## config.mk

```make
export PLATFORM = sky130hd
export DESIGN_NAME = pciv_top
export DESIGN_NICKNAME = d
export VERILOG_FILES = /design/src/pciv_pkg.sv /design/src/pciv_top.sv /design/src/pciv_line_mon.sv
export SDC_FILE = /design/constraint.sdc
export NUM_CORES = 1
export LEC_CHECK = 0
export ABC_AREA = 1
export BUFFER_PORTS_ARGS = -buffer_cell sky130_fd_sc_hd__clkbuf_2
export CAP_MARGIN = 0
export CORE_MARGIN = 5
export CORE_UTILIZATION = 50
export CTS_CLUSTER_DIAMETER = 100
export DETAILED_ROUTE_END_ITERATION = 7
export PLACE_DENSITY = 0.7
export SETUP_SLACK_MARGIN = 0.05
export SYNTH_ARGS = -nofsm -noshare
export SYNTH_HDL_FRONTEND = slang
export SYNTH_SLANG_ARGS = --single-unit
```

## constraint.sdc

```tcl
create_clock -name sys_clk -period 2.4 [get_ports sys_clk]
set_input_delay 0.12 -clock sys_clk [delete_from_list [all_inputs] [get_ports sys_clk]]
set_output_delay 0.12 -clock sys_clk [all_outputs]
set_load 0.01 [all_outputs]
```

## src/pciv_pkg.sv

```systemverilog
package pciv_pkg;
   // ==========================================
   // Program space
   localparam int PCIV_PC_W = 11;
   localparam int PCIV_WORD_W = 13;
   localparam int PCIV_PAGE_W = 10;
   localparam logic [10:0] PCIV_PC_RESET = 11'h000;
   localparam logic [10:0] PCIV_VEC_GEN = 11'h001;
   localparam logic [10:0] PCIV_VEC_USB = 11'h00A;
   localparam logic PCIV_PAGE0 = 1'b0;
   localparam int PCIV_STACK_DEPTH = 5;
   localparam logic [2:0] PCIV_STACK_MAX = 3'h5;
   localparam int PCIV_SRAM_BYTES = 112;
   localparam int PCIV_EP0_BYTES = 8;
   localparam int PCIV_EP1_BYTES = 8;
   localparam logic PCIV_MODE_USB = 1'b0;
   localparam logic PCIV_MODE_PS2 = 1'b1;

   // ==========================================
   // Types
   typedef enum logic [1:0]
   {
      PCIV_ST_RUN = 2'b00,
      PCIV_ST_GEN = 2'b01,
      PCIV_ST_USB = 2'b11
   } pciv_state_t;

   typedef struct packed
   {
      logic timer_ovf;
      logic pat_high;
      logic pat_low;
      logic line_change;
   } pciv_gen_irq_t;

   typedef struct packed
   {
      logic ep0;
      logic suspend;
      logic bus_reset;
      logic resume;
   } pciv_usb_irq_t;

   typedef struct packed
   {
      logic step;
      logic jump;
      logic call;
      logic ret;
      logic [10:0] target;
   } pciv_seq_t;
endpackage

```

## src/pciv_top.sv

```systemverilog
// How it works
// [RULE1] 11-bit pointer, cleared to zero on reset
// [RULE2] 2K program space split into two 1K pages
// [RULE3] General group vectors to address 0x0001
// [RULE4] USB group vectors to address 0x000A
// [RULE5] Taken interrupt loads pointer with group vector
// [RULE6] Data lines run USB or PS/2 by firmware
// [RULE7] PS/2 mode: line state change raises interrupt
// [RULE8] Serial pin input only, feeds pattern detect
// [RULE9] 13-bit words, 112-byte SRAM, two endpoint FIFOs
// [RULE10] Page bit: 0 low page, 1 high page
// [RULE11] Five-level stack shared by calls and interrupts
// [RULE12] Both pending: general group first, one per entry
`timescale 1ns/1ps
module pciv_top
   import pciv_pkg::*;
(
   input wire logic sys_clk,
   input wire logic rst_n,
   input wire pciv_seq_t seq,
   input wire logic page_select_bit,
   input wire logic irq_enable,
   input wire pciv_gen_irq_t gen_irq,
   input wire pciv_usb_irq_t usb_irq,
   input wire logic ps2_mode,
   input wire logic plus_line_in,
   input wire logic minus_line_in,
   input wire logic plus_line_port_bit,
   input wire logic minus_line_port_bit,
   input wire logic serial_input_pin,
   output logic [10:0] instruction_pointer,
   output logic [2:0] stack_level,
   output logic stack_overflow,
   output logic plus_line_out,
   output logic minus_line_out,
   output logic plus_line_oe,
   output logic minus_line_oe,
   output logic line_change_irq,
   output logic pattern_serial_in,
   output logic gen_taken,
   output logic usb_taken
);
   // ==========================================
   // Internal state
   logic [10:0] pc_ff;
   logic [10:0] stack_ff [PCIV_STACK_DEPTH];
   logic [2:0] sp_ff;
   logic ovf_ff;
   pciv_state_t state_ff;
   logic gen_taken_ff;
   logic usb_taken_ff;
   logic pout_ff;
   logic mout_ff;
   logic poe_ff;
   logic moe_ff;
   logic lchg_ff;
   logic ser_ff;
   logic line_change;

   function automatic logic [10:0] paged(input logic pg, input logic [10:0] a);
      paged = {pg, a[PCIV_PAGE_W-1:0]}; // [RULE2] [RULE10]
   endfunction

   pciv_line_mon u_mon
   (
      .sys_clk(sys_clk),
      .rst_n(rst_n),
      .ps2_mode(ps2_mode),
      .plus_line_in(plus_line_in),
      .minus_line_in(minus_line_in),
      .change_pulse(line_change)
   );

   // ==========================================
   // Interrupt arbitration
   wire logic gen_pend = irq_enable & ((|gen_irq) | line_change);
   wire logic usb_pend = irq_enable & (|usb_irq);
   // General group wins a tie; USB waits for the next entry
   wire logic take_gen = gen_pend; // [RULE12]
   wire logic take_usb = usb_pend & ~gen_pend; // [RULE12]
   wire logic take_any = take_gen | take_usb;
   wire logic [10:0] vector = take_gen ? PCIV_VEC_GEN : PCIV_VEC_USB; // [RULE3] [RULE4]
   wire logic push = take_any | (seq.call & ~take_any);
   wire logic pop = seq.ret & ~take_any & (sp_ff != 3'h0);
   // Pushing onto a full stack drops the oldest entry, as the small core does
   wire logic full = (sp_ff == PCIV_STACK_MAX);
   wire logic [10:0] ret_addr = take_any ? pc_ff : pc_ff + 11'h001;

   // ==========================================
   // Next pointer
   logic [10:0] nxt_pc;
   always_comb
   begin
      nxt_pc = pc_ff;
      if (take_any)
         nxt_pc = vector; // [RULE5]
      else if (seq.ret && sp_ff != 3'h0)
         nxt_pc = stack_ff[sp_ff - 3'h1];
      else if (seq.jump || seq.call)
         nxt_pc = paged(page_select_bit, seq.target); // [RULE10]
      else if (seq.step)
         nxt_pc = pc_ff + 11'h001;
   end

   wire pciv_state_t nxt_state = take_gen ? PCIV_ST_GEN : (take_usb ? PCIV_ST_USB : PCIV_ST_RUN);

   always_ff @(posedge sys_clk or negedge rst_n)
   begin
      if (!rst_n)
      begin
         pc_ff <= PCIV_PC_RESET; // [RULE1]
         state_ff <= PCIV_ST_RUN;
         gen_taken_ff <= 1'b0;
         usb_taken_ff <= 1'b0;
      end
      else
      begin
         pc_ff <= nxt_pc;
         state_ff <= nxt_state;
         gen_taken_ff <= take_gen;
         usb_taken_ff <= take_usb;
      end
   end

   // ==========================================
   // Return stack
   always_ff @(posedge sys_clk or negedge rst_n)
   begin
      if (!rst_n)
      begin
         sp_ff <= 3'h0;
         ovf_ff <= 1'b0;
         for (int i = 0; i < PCIV_STACK_DEPTH; i++)
            stack_ff[i] <= PCIV_PC_RESET;
      end
      else if (push)
      begin
         if (full)
         begin
            for (int i = 0; i < PCIV_STACK_DEPTH - 1; i++)
               stack_ff[i] <= stack_ff[i+1];
            stack_ff[PCIV_STACK_DEPTH-1] <= ret_addr; // [RULE11]
            ovf_ff <= 1'b1;
         end
         else
         begin
            stack_ff[sp_ff] <= ret_addr; // [RULE11]
            sp_ff <= sp_ff + 3'h1;
         end
      end
      else if (pop)
         sp_ff <= sp_ff - 3'h1; // [RULE11]
   end

   // ==========================================
   // Data lines and serial pin
   wire logic nxt_poe = (ps2_mode == PCIV_MODE_PS2) & ~plus_line_port_bit; // [RULE6]
   wire logic nxt_moe = (ps2_mode == PCIV_MODE_PS2) & ~minus_line_port_bit; // [RULE6]

   always_ff @(posedge sys_clk or negedge rst_n)
   begin
      if (!rst_n)
      begin
         pout_ff <= 1'b0;
         mout_ff <= 1'b0;
         poe_ff <= 1'b0;
         moe_ff <= 1'b0;
         lchg_ff <= 1'b0;
         ser_ff <= 1'b0;
      end
      else
      begin
         // Open-drain style: drive low only, release for a one
         pout_ff <= 1'b0;
         mout_ff <= 1'b0;
         poe_ff <= nxt_poe;
         moe_ff <= nxt_moe;
         lchg_ff <= line_change; // [RULE7]
         ser_ff <= serial_input_pin; // [RULE8]
      end
   end

   // 13-bit words, SRAM and endpoint FIFOs live outside; sizes are in the package [RULE9]
   assign instruction_pointer = pc_ff;
   assign stack_level = sp_ff;
   assign stack_overflow = ovf_ff;
   assign plus_line_out = pout_ff;
   assign minus_line_out = mout_ff;
   assign plus_line_oe = poe_ff;
   assign minus_line_oe = moe_ff;
   assign line_change_irq = lchg_ff;
   assign pattern_serial_in = ser_ff;
   assign gen_taken = gen_taken_ff;
   assign usb_taken = usb_taken_ff;
endmodule

```

## src/pciv_line_mon.sv

```systemverilog
`timescale 1ns/1ps
module pciv_line_mon
   import pciv_pkg::*;
(
   input wire logic sys_clk,
   input wire logic rst_n,
   input wire logic ps2_mode,
   input wire logic plus_line_in,
   input wire logic minus_line_in,
   output logic change_pulse
);
   logic [1:0] last_ff;
   logic armed_ff;
   logic change_ff;
   wire logic [1:0] now_lines = {minus_line_in, plus_line_in};
   // Arm one cycle after entering PS/2 so the mode switch itself is not an edge
   wire logic nxt_change = ps2_mode & armed_ff & (now_lines != last_ff); // [RULE7]

   always_ff @(posedge sys_clk or negedge rst_n)
   begin
      if (!rst_n)
      begin
         last_ff <= 2'h0;
         armed_ff <= 1'b0;
         change_ff <= 1'b0;
      end
      else
      begin
         last_ff <= now_lines;
         armed_ff <= ps2_mode;
         change_ff <= nxt_change;
      end
   end

   assign change_pulse = change_ff;
endmodule

```

==> results of run 1 <==
-- per-stage QoR --
step	hold slack [ps]	util	setup WS, ps	power, mW	std cells
6_report	72.1	0.551	273	7.34	923
2_1_floorplan	-176	-	323	5.40	743
5_1_grt	82.1	0.551	91.0	7.98	923
3_5_place_dp	195	0.526	281	6.31	900
4_1_cts	59.1	0.551	254	7.34	923
3_3_place_gp	190	0.526	359	6.19	900
-- cells by family (layout without fill, tap and decap cells) --
logic type      Yosys count  in the layout  share of synthesized area
buf+inv                 127            171                      0.122
other cells               1              2                   0.000734
xor+xnor                  6              6                     0.0140
fa+ha+maj                 5              5                     0.0122
compound gates          129            129                      0.133
simple gates            394            394                      0.326
flops                    80             80                      0.392
-- registers in the layout (all words and copies together), names as in the netlist --
name and count:
line_change_irq 1, stack_level 3, minus_line_oe 1, stack_overflow 1
plus_line_oe 1, gen_taken 1, pattern_serial_in 1, instruction_pointer 11
u_mon.last_ff 2, stack_ff 55, u_mon.armed_ff 1, usb_taken 1
u_mon.change_pulse 1
-- power groups by stage --
| stage | combinational [mW] | sequential, mW | clock (mW) |
|---|---|---|---|
| after floorplan | 3.19 | 2.21 | 0 |
| after global placement | 3.90 | 2.28 | 0 |
| after detailed placement | 4.00 | 2.32 | 0 |
| after CTS | 4.02 | 2.29 | 1.02 |
| after global routing | 4.53 | 2.36 | 1.09 |
| final | 4.03 | 2.30 | 1.00 |
-- cell type report --
type / count / area (um2)
sequential: 80 / 2000
timing repair buffer: 67 / 405
tap: 136 / 170
fill: 1026 / 4550
clock buffer: 12 / 135
multi-input combinational: 536 / 2490
inverter: 88 / 333
clock inverter: 4 / 55.1
-- synthesized netlist by cell type, types with 3 or more instances --
cell type    n  area, um2
clkbuf_1     5       18.8
nor2_1     149        559
inv_1       81        304
buf_6       13        146
nand2_2      7       43.8
dfrtp_1     80       2000
o211ai_1    10       75.1
inv_2        6       22.5
nand2_1    135        507
o21ai_1      7       35.0
nor3_1       3       15.0
o21ai_0     35        175
xor2_1       3       26.3
nand4_1      3       18.8
buf_2       12       60.1
ha_1         5       62.6
nand3_1     90        450
a21oi_1     73        365
buf_4        8       60.1
-- worst max-delay path, cell delays in order, from the launching register on --
cell     delay (ps)
dfrtp_1         470
inv_1           160
ha_1            190
nand2_2         210
nand2_1         170
nand2_2         200
inv_1           410
nor2_1           80
a21oi_1         150
-- metal layers --
layer | wire, um | global-route usage | share of wire | vias to the layer above
met1 | 6110 | 0.313 | 0.42 | 2478
met2 | 7240 | 0.403 | 0.50 | 177
met5 | 0 | 0 | 0 | -
met4 | 272 | 0.0738 | 0.019 | 0
li1 | - | - | - | 2438
met3 | 807 | 0.0328 | 0.056 | 31
-- worst paths after layout --
kind | from | end | slack (ps) | depth (start not counted)
worst min-delay path | page_select_bit | instruction_pointer[10] | 70 | 5
worst max-delay path | stack_level[1] | stack_ff[40] | 270 | 8
max in group asynchronous | rst_n | stack_ff[11] | 1450 | 3
min in group asynchronous | rst_n | gen_taken | 320 | 2
worst min register to register | u_mon.change_pulse | line_change_irq | 400 | 0
worst max register to register | stack_level[1] | stack_ff[40] | 270 | 8
-- cells in the final DEF (no fill, tap or decap), types with 5 or more instances in the layout --
cell / n
clkbuf_8: 9
inv_1: 81
a21oi_1: 73
ha_1: 5
dlygate4sd3_1: 7
nor2_1: 149
inv_2: 6
o211ai_1: 10
nand2_1: 135
o21ai_0: 35
buf_4: 8
dfrtp_1: 80
nand2_2: 7
clkbuf_2: 51
nand3_1: 90
o21ai_1: 7
==> qor.yml, run 1 <==
syn_avg_cell_area_um2: 6.88
fin_worst_skew_ps: 17.4
ctsResizeCount: 0
root_buffer: "clkbuf_8"
grtUsageTotal: 0.237
ys.flop_type: "dfrtp_1"
fin_crit_sh: 0.886
htree_levels: 3
die_y_um: 111
status: "complete, no violations"
p_per_area_nw_per_um2: 1310
rsz0062_at_grt: "no"
p_int_mw: 3.66
rows: 37
clk_latency_ps: 360
hp-class: "in2reg"
critPathCaptureType: "register"
cts_setup_buffers: 0
path_clk_slew_ps: 100
synth_cell_type_count: 33
nets: 820
drt_iter0_markers: 393
setup_viol: 0
clkSinkCount: 80
area_growth_pct: 9.40
fmax_mhz: 470
first_global_vias: 4930
via_per_inst: 5.55
drt_first_pass_iters: 6
diodes: 0
wl_per_cell_um: 15.6
holdBufCountCts: 7
cts_made_buffers: 9
cts_max_path_buffers: 2
drt_wl_total_mm: 14.4
netlist_area_um2: 5110
peakVddDrop_mv: 0.984
arrival_ps: 2400
cap_violations: 0
yosys_warnings: 0
drc: 0
hold_viol: 0
comb_power_share: 0.550
vias: 5124
placeableCoreArea_um2: 10100
ys_seq_elements: 80
drive_gt1_frac: 0.122
drv_slew: 0
p_sw_frac: 0.502
seq_power_share: 0.314
tritoncts: "done"
routabilityCongestion: 0.889
initial_core_util: 0.504
synth-seq-area-share: 0.392
async_reset_ff_frac: 1.00
dpl_cell_area_um2: 5330
critPathRequiredTime_ps: 2680
postSynthCellCount: 742
worst_pin_slew_ps: 692
dieArea_um2: 12300
overflow: 0
stdcell_area_um2: 5590
grt_pass1_wl_mm: 24.1
synth-edff-count: 0
period_needed_ps: 2130
p_switching_mw: 3.68
slew-limit-headroom: 0.538
antenna_found_initial: 0
power.share.clock: 0.136
die_x_um: 111
cp-start-kind: "register"
ios: 56
worstPathMaxFanout: 16
crit_type: "reg2reg"
grt_max_degree: 51
io_buffer_count: 52
dp_hpwl_mm: 10.2
p_leak_nw: 2.84
fin_tns_setup_ps: 0
ant_nets: 0
Power figures use the tool's default switching activity.
==> run 2: changes to the inputs <==
--- a/config.mk
+++ b/config.mk
@@ -13,7 +13,9 @@
 export CTS_CLUSTER_DIAMETER = 100
 export DETAILED_ROUTE_END_ITERATION = 7
 export PLACE_DENSITY = 0.7
+export REMOVE_ABC_BUFFERS = 1
 export SETUP_SLACK_MARGIN = 0.05
+export SLEW_MARGIN = 20
 export SYNTH_ARGS = -nofsm -noshare
 export SYNTH_HDL_FRONTEND = slang
 export SYNTH_SLANG_ARGS = --single-unit
==> run 2 against run 1 <==
  * Utilization rose by 0.53 points
  * Via count rose by 0.12%
  * Clock-buffer cell count fell by 1
  * Global-route usage rose by 1.2 points
  * Clock power rose by 11%
  * Register-to-register slack got worse by 120 ps
  * First-iteration DRC count rose by 19%
==> qor.yml, run 2 (synthesis gave the netlist of run 1 again) <==
status: "complete, no violations"
initial_core_util: 0.504
min_to: "instruction_pointer[10]"
total_power_mw: 7.53
comb_power_share: 0.550
register_area_um2: 2000
hold_path.startpoint: "page_select_bit"
drt_iter0_markers: 467
placeableCoreArea_um2: 10100
htree_levels: 3
drt_wl_total_mm: 14.7
fmax_mhz: 444
worstPathMaxFanout: 37
dp_slack_ps: 158
dp_hpwl_mm: 10.4
final_cell_mix: "nor2_1 (149), nand2_1 (135), nand3_1 (90)"
drc: 0
overflow: 0
wl_per_cell_um: 15.9
cpMostUsedCell: "nand2_2"
slew-limit-headroom: 0.515
worst_pin_slew_ps: 727
die_y_um: 111
fin_ws_ps: 149
reg2reg_to: "stack_ff[40]"
p_int_mw: 3.79
crit_cells: 8
r2r_slack_ps: 150
crit_slowest_cell: "dfrtp_1"
io_buffer_count: 52
p_switching_mw: 3.74
seq_power_share: 0.303
p_sw_frac: 0.496
antenna_found_initial: 0
cts_setup_buffers: 0
cp-start-kind: "register"
ant_nets: 0
crit_family: "simple AND/OR/NAND/NOR gates"
arrival_ps: 2510
grtUsageTotal: 0.248
diodes: 0
peakVddDrop_mv: 0.971
r2r_cells: 8
routabilityCongestion: 0.907
via_per_inst: 5.53
clkSinkCount: 80
first_global_vias: 5041
nets: 824
max_stage_delay_ps: 390
hold_depth: 5
clk_latency_ps: 370
dieArea_um2: 12300
multiInputGateArea_um2: 2490
critPathCaptureType: "register"
mostFrequentLayoutCell: "nor2_1"
drv_slew: 0
crit_buf_inv: 2
setup_viol: 0
tritoncts: "done"
area_growth_pct: 10.5
hp-class: "in2reg"
cts_made_buffers: 9
rsz0062_at_grt: "yes"
period_needed_ps: 2250
power.share.clock: 0.148
vias: 5130
grt_pass1_wl_mm: 25.0
drt_first_pass_iters: 5
die_x_um: 111
cts_max_path_buffers: 2
cap_violations: 0
grt_max_degree: 54
largest_register: "stack_ff"
rows: 37
largest_reg_flops: 55
drive_gt1_frac: 0.129
crit_chain: "buf_4, ha_1, nand2_2, nand2_1, nand2_2, clkinvlp_2, nor2_1, a21oi_1"
fin_worst_skew_ps: 11.3
root_buffer: "clkbuf_8"
ios: 56
hold_viol: 0
crit_type: "reg2reg"
p_leak_nw: 2.86
critPathRequiredTime_ps: 2660
fill_cells: 962
p_per_area_nw_per_um2: 1330
r2r-start: "stack_level[0]"
path_clk_slew_ps: 90
fin_crit_sh: 0.938
run 2: cell count changes in the layout (fill, tap and decap cells not counted):
cell	previous run	this run
clkbuf_1	3	2
clkinvlp_4	1	2
clkinvlp_2	0	1
bufinv_16	1	2
buf_4	8	11
inv_1	81	80
clkinv_2	0	1
clkinv_4	2	1
run 2: metal layers:
| layer | vias up | GRT usage | wire length (um) |
|---|---|---|---|
| li1 | 2451 | - | - |
| met5 | - | 0 | 0 |
| met3 | 37 | 0.0437 | 1140 |
| met1 | 2426 | 0.323 | 6060 |
| met2 | 216 | 0.412 | 7180 |
| met4 | 0 | 0.0957 | 356 |
run 2: worst min-delay path: cells and delay by family:
family,cells,cell delay (ps)
AO/OA/AOI/OAI,2,110
AND/OR/NAND/NOR,2,100
buffers and inverters,1,80
run 2: final cells by class:
class	count	area share
repair buffers	70	0.0758
inverters	88	0.0596
multi-input cells	536	0.441
well taps	136	0.0302
flip-flops and latches	80	0.355
repair inverters	1	0.000887
clock inverters	5	0.0144
clock buffers	11	0.0233
run 2: worst max path at each step:
stage / from / endpoint
finish: stack_level[0] / stack_ff[40]
global placement: stack_level[0] / stack_ff[40]
global route: stack_level[0] / stack_ff[39]
floorplan: stack_level[0] / instruction_pointer[2]
detailed placement: stack_level[0] / stack_ff[41]
CTS: stack_level[0] / stack_ff[41]
run 2: power by group through the flow:
stage | Sequential, mW | Combinational, mW | Clock [mW]
2_1_floorplan | 2.29 | 2.68 | 0
3_3_place_gp | 2.28 | 3.92 | 0
3_5_place_dp | 2.30 | 4.08 | 0
4_1_cts | 2.27 | 4.11 | 1.12
5_1_grt | 2.35 | 4.65 | 1.18
6_report | 2.28 | 4.14 | 1.11
run 2: through the flow:
step	TNS, ps	hold slack (ps)	cell area (um2)	util	std cells
finish	0	72.9	5640	0.557	927
global route	0	91.9	5640	0.557	927
CTS	0	61.7	5630	0.556	926
detailed placement	0	212	5350	0.528	903
global placement	0	212	5350	0.528	903
floorplan	-3510	-176	4820	-	704
run 2: timing repair:
item	4_1_cts	5_1_grt
endpoints found under the setup margin	0	5
endpoints found under the hold margin	58	0
resized for setup	0	1
hold buffers	7	0
==> run 3: changes to the inputs <==
--- a/config.mk
+++ b/config.mk
@@ -8,6 +8,7 @@
 export ABC_AREA = 1
 export BUFFER_PORTS_ARGS = -buffer_cell sky130_fd_sc_hd__clkbuf_2
 export CAP_MARGIN = 0
+export CORE_ASPECT_RATIO = 0.7
 export CORE_MARGIN = 5
 export CORE_UTILIZATION = 50
 export CTS_CLUSTER_DIAMETER = 100
==> run 3 against run 2 <==
  * Global-route usage grew 0.37 points
  * Power increased by 3.2%
  * Critical path depth up 1
  * Largest power group unchanged
  * Die area grew 0.26%
==> qor.yml, run 3 (synthesis gave the netlist of run 1 again) <==
cp-start-kind: "register"
peakVddDrop_mv: 0.636
fin_crit_sh: 0.892
slew-limit-headroom: 0.597
diodes: 0
worst_pin_slew_ps: 605
fill_cells: 928
initial_core_util: 0.519
arrival_ps: 2420
p_switching_mw: 3.74
vias: 5147
status: "complete, no violations"
drive_gt1_frac: 0.126
drc: 0
max_stage_delay_ps: 480
p_leak_nw: 2.91
cap_violations: 0
crit_chain: "inv_1, ha_1, inv_1, a21oi_1, o21ai_0, nand3_1, a21oi_1, nand2_1, nand2_1"
first_global_vias: 5006
hold_viol: 0
grt_pass1_wl_mm: 24.5
critPathRequiredTime_ps: 2680
placeableCoreArea_um2: 9830
clkSinkCount: 80
drv_slew: 0
dp_hpwl_mm: 10.5
largest_register: "stack_ff"
dp_cells: 896
overflow: 0
hp-class: "in2reg"
die_x_um: 131
drt_wl_total_mm: 14.9
crit_slowest_cell: "dfrtp_1"
period_needed_ps: 2140
fin_worst_skew_ps: 4.80
largest_reg_flops: 55
fmax_mhz: 467
antenna_found_initial: 0
stdcell_area_um2: 5700
area_growth_pct: 11.6
cts_max_path_buffers: 2
nets: 824
worstPathMaxFanout: 15
clk_latency_ps: 340
critPathCaptureType: "register"
ios: 56
setup_viol: 0
final_cell_mix: "nor2_1 (149), nand2_1 (135), nand3_1 (90)"
root_buffer: "clkbuf_16"
mostFrequentLayoutCell: "nor2_1"
p_sw_frac: 0.481
ant_nets: 0
drt_first_pass_iters: 5
total_power_mw: 7.77
comb_power_share: 0.531
grt_max_degree: 44
p_int_mw: 4.04
routabilityCongestion: 0.914
die_y_um: 94.6
postLayoutCoreUtil: 0.580
crit_type: "reg2reg"
htree_levels: 3
seq_power_share: 0.297
p_per_area_nw_per_um2: 1360
via_per_inst: 5.60
ctsResizeCount: 0
cts_setup_buffers: 0
tritoncts: "done"
rows: 30
io_buffer_count: 52
cts_made_buffers: 9
rsz0062_at_grt: "no"
dpl_cell_area_um2: 5350
final_cells: 919
dieArea_um2: 12400
path_clk_slew_ps: 60
drt_iter0_markers: 526
wl_per_cell_um: 16.2
grtUsageTotal: 0.252
power.share.clock: 0.172
run 3: area by class of cell:
| class | instances | area [um2] | share of cell area |
|---|---|---|---|
| inverter | 88 | 333 | 0.0584 |
| tap | 128 | 160 | 0.0281 |
| sequential | 80 | 2000 | 0.351 |
| clock buffer | 12 | 236 | 0.0415 |
| timing repair buffer | 71 | 435 | 0.0764 |
| clock inverter | 4 | 45.0 | 0.00790 |
| multi-input combinational | 536 | 2490 | 0.437 |
run 3: metal layers:
| layer | vias to the layer above | global-route usage | share of wire |
|---|---|---|---|
| li1 | 2450 | - | - |
| met2 | 208 | 0.392 | 0.46 |
| met3 | 23 | 0.0469 | 0.070 |
| met1 | 2466 | 0.360 | 0.46 |
| met5 | - | 0 | 0 |
| met4 | 0 | 0.0702 | 0.015 |
run 3: power groups by stage:
| stage | logic [mW] | registers, mW | clock network [mW] |
|---|---|---|---|
| after CTS | 4.08 | 2.29 | 1.36 |
| final | 4.13 | 2.31 | 1.34 |
| after global placement | 3.95 | 2.29 | 0 |
| after detailed placement | 4.04 | 2.31 | 0 |
| after global routing | 4.64 | 2.37 | 1.41 |
| after floorplan | 2.68 | 2.29 | 0 |
run 3: metrics by stage:
step | hold WS, ps | TNS, ps | worst slack, ps
2_1_floorplan | -176 | -3510 | -378
3_3_place_gp | 163 | 0 | 343
3_5_place_dp | 169 | 0 | 297
4_1_cts | 110 | 0 | 285
5_1_grt | 136 | 0 | 51.4
6_report | 114 | 0 | 258
run 3: path summary, 6_finish.rpt:
path / start / end / slack [ps] / cells past startpoint
setup / recovery: stack_level[1] / instruction_pointer[9] / 260 / 9
hold / removal: page_select_bit / instruction_pointer[10] / 110 / 5
setup reg to reg: stack_level[1] / instruction_pointer[9] / 260 / 9
hold reg to reg: u_mon.change_pulse / line_change_irq / 380 / 0
max in group asynchronous: rst_n / stack_ff[8] / 1430 / 3
min in group asynchronous: rst_n / pattern_serial_in / 330 / 2
run 3: what timing repair did:
action / CTS / global route
endpoints found under the setup margin: 0 / 0
endpoints found under the hold margin: 48 / 0
hold buffers: 7 / 0
run 3: critical path: cells and delay by family, from the launching register on:
kind,cells,cell delay (ps)
DFF,1,480
AOI/OAI and AO/OA,3,410
adders and majority gates,1,330
buffers and inverters,2,610
and+or+nand+nor,3,240
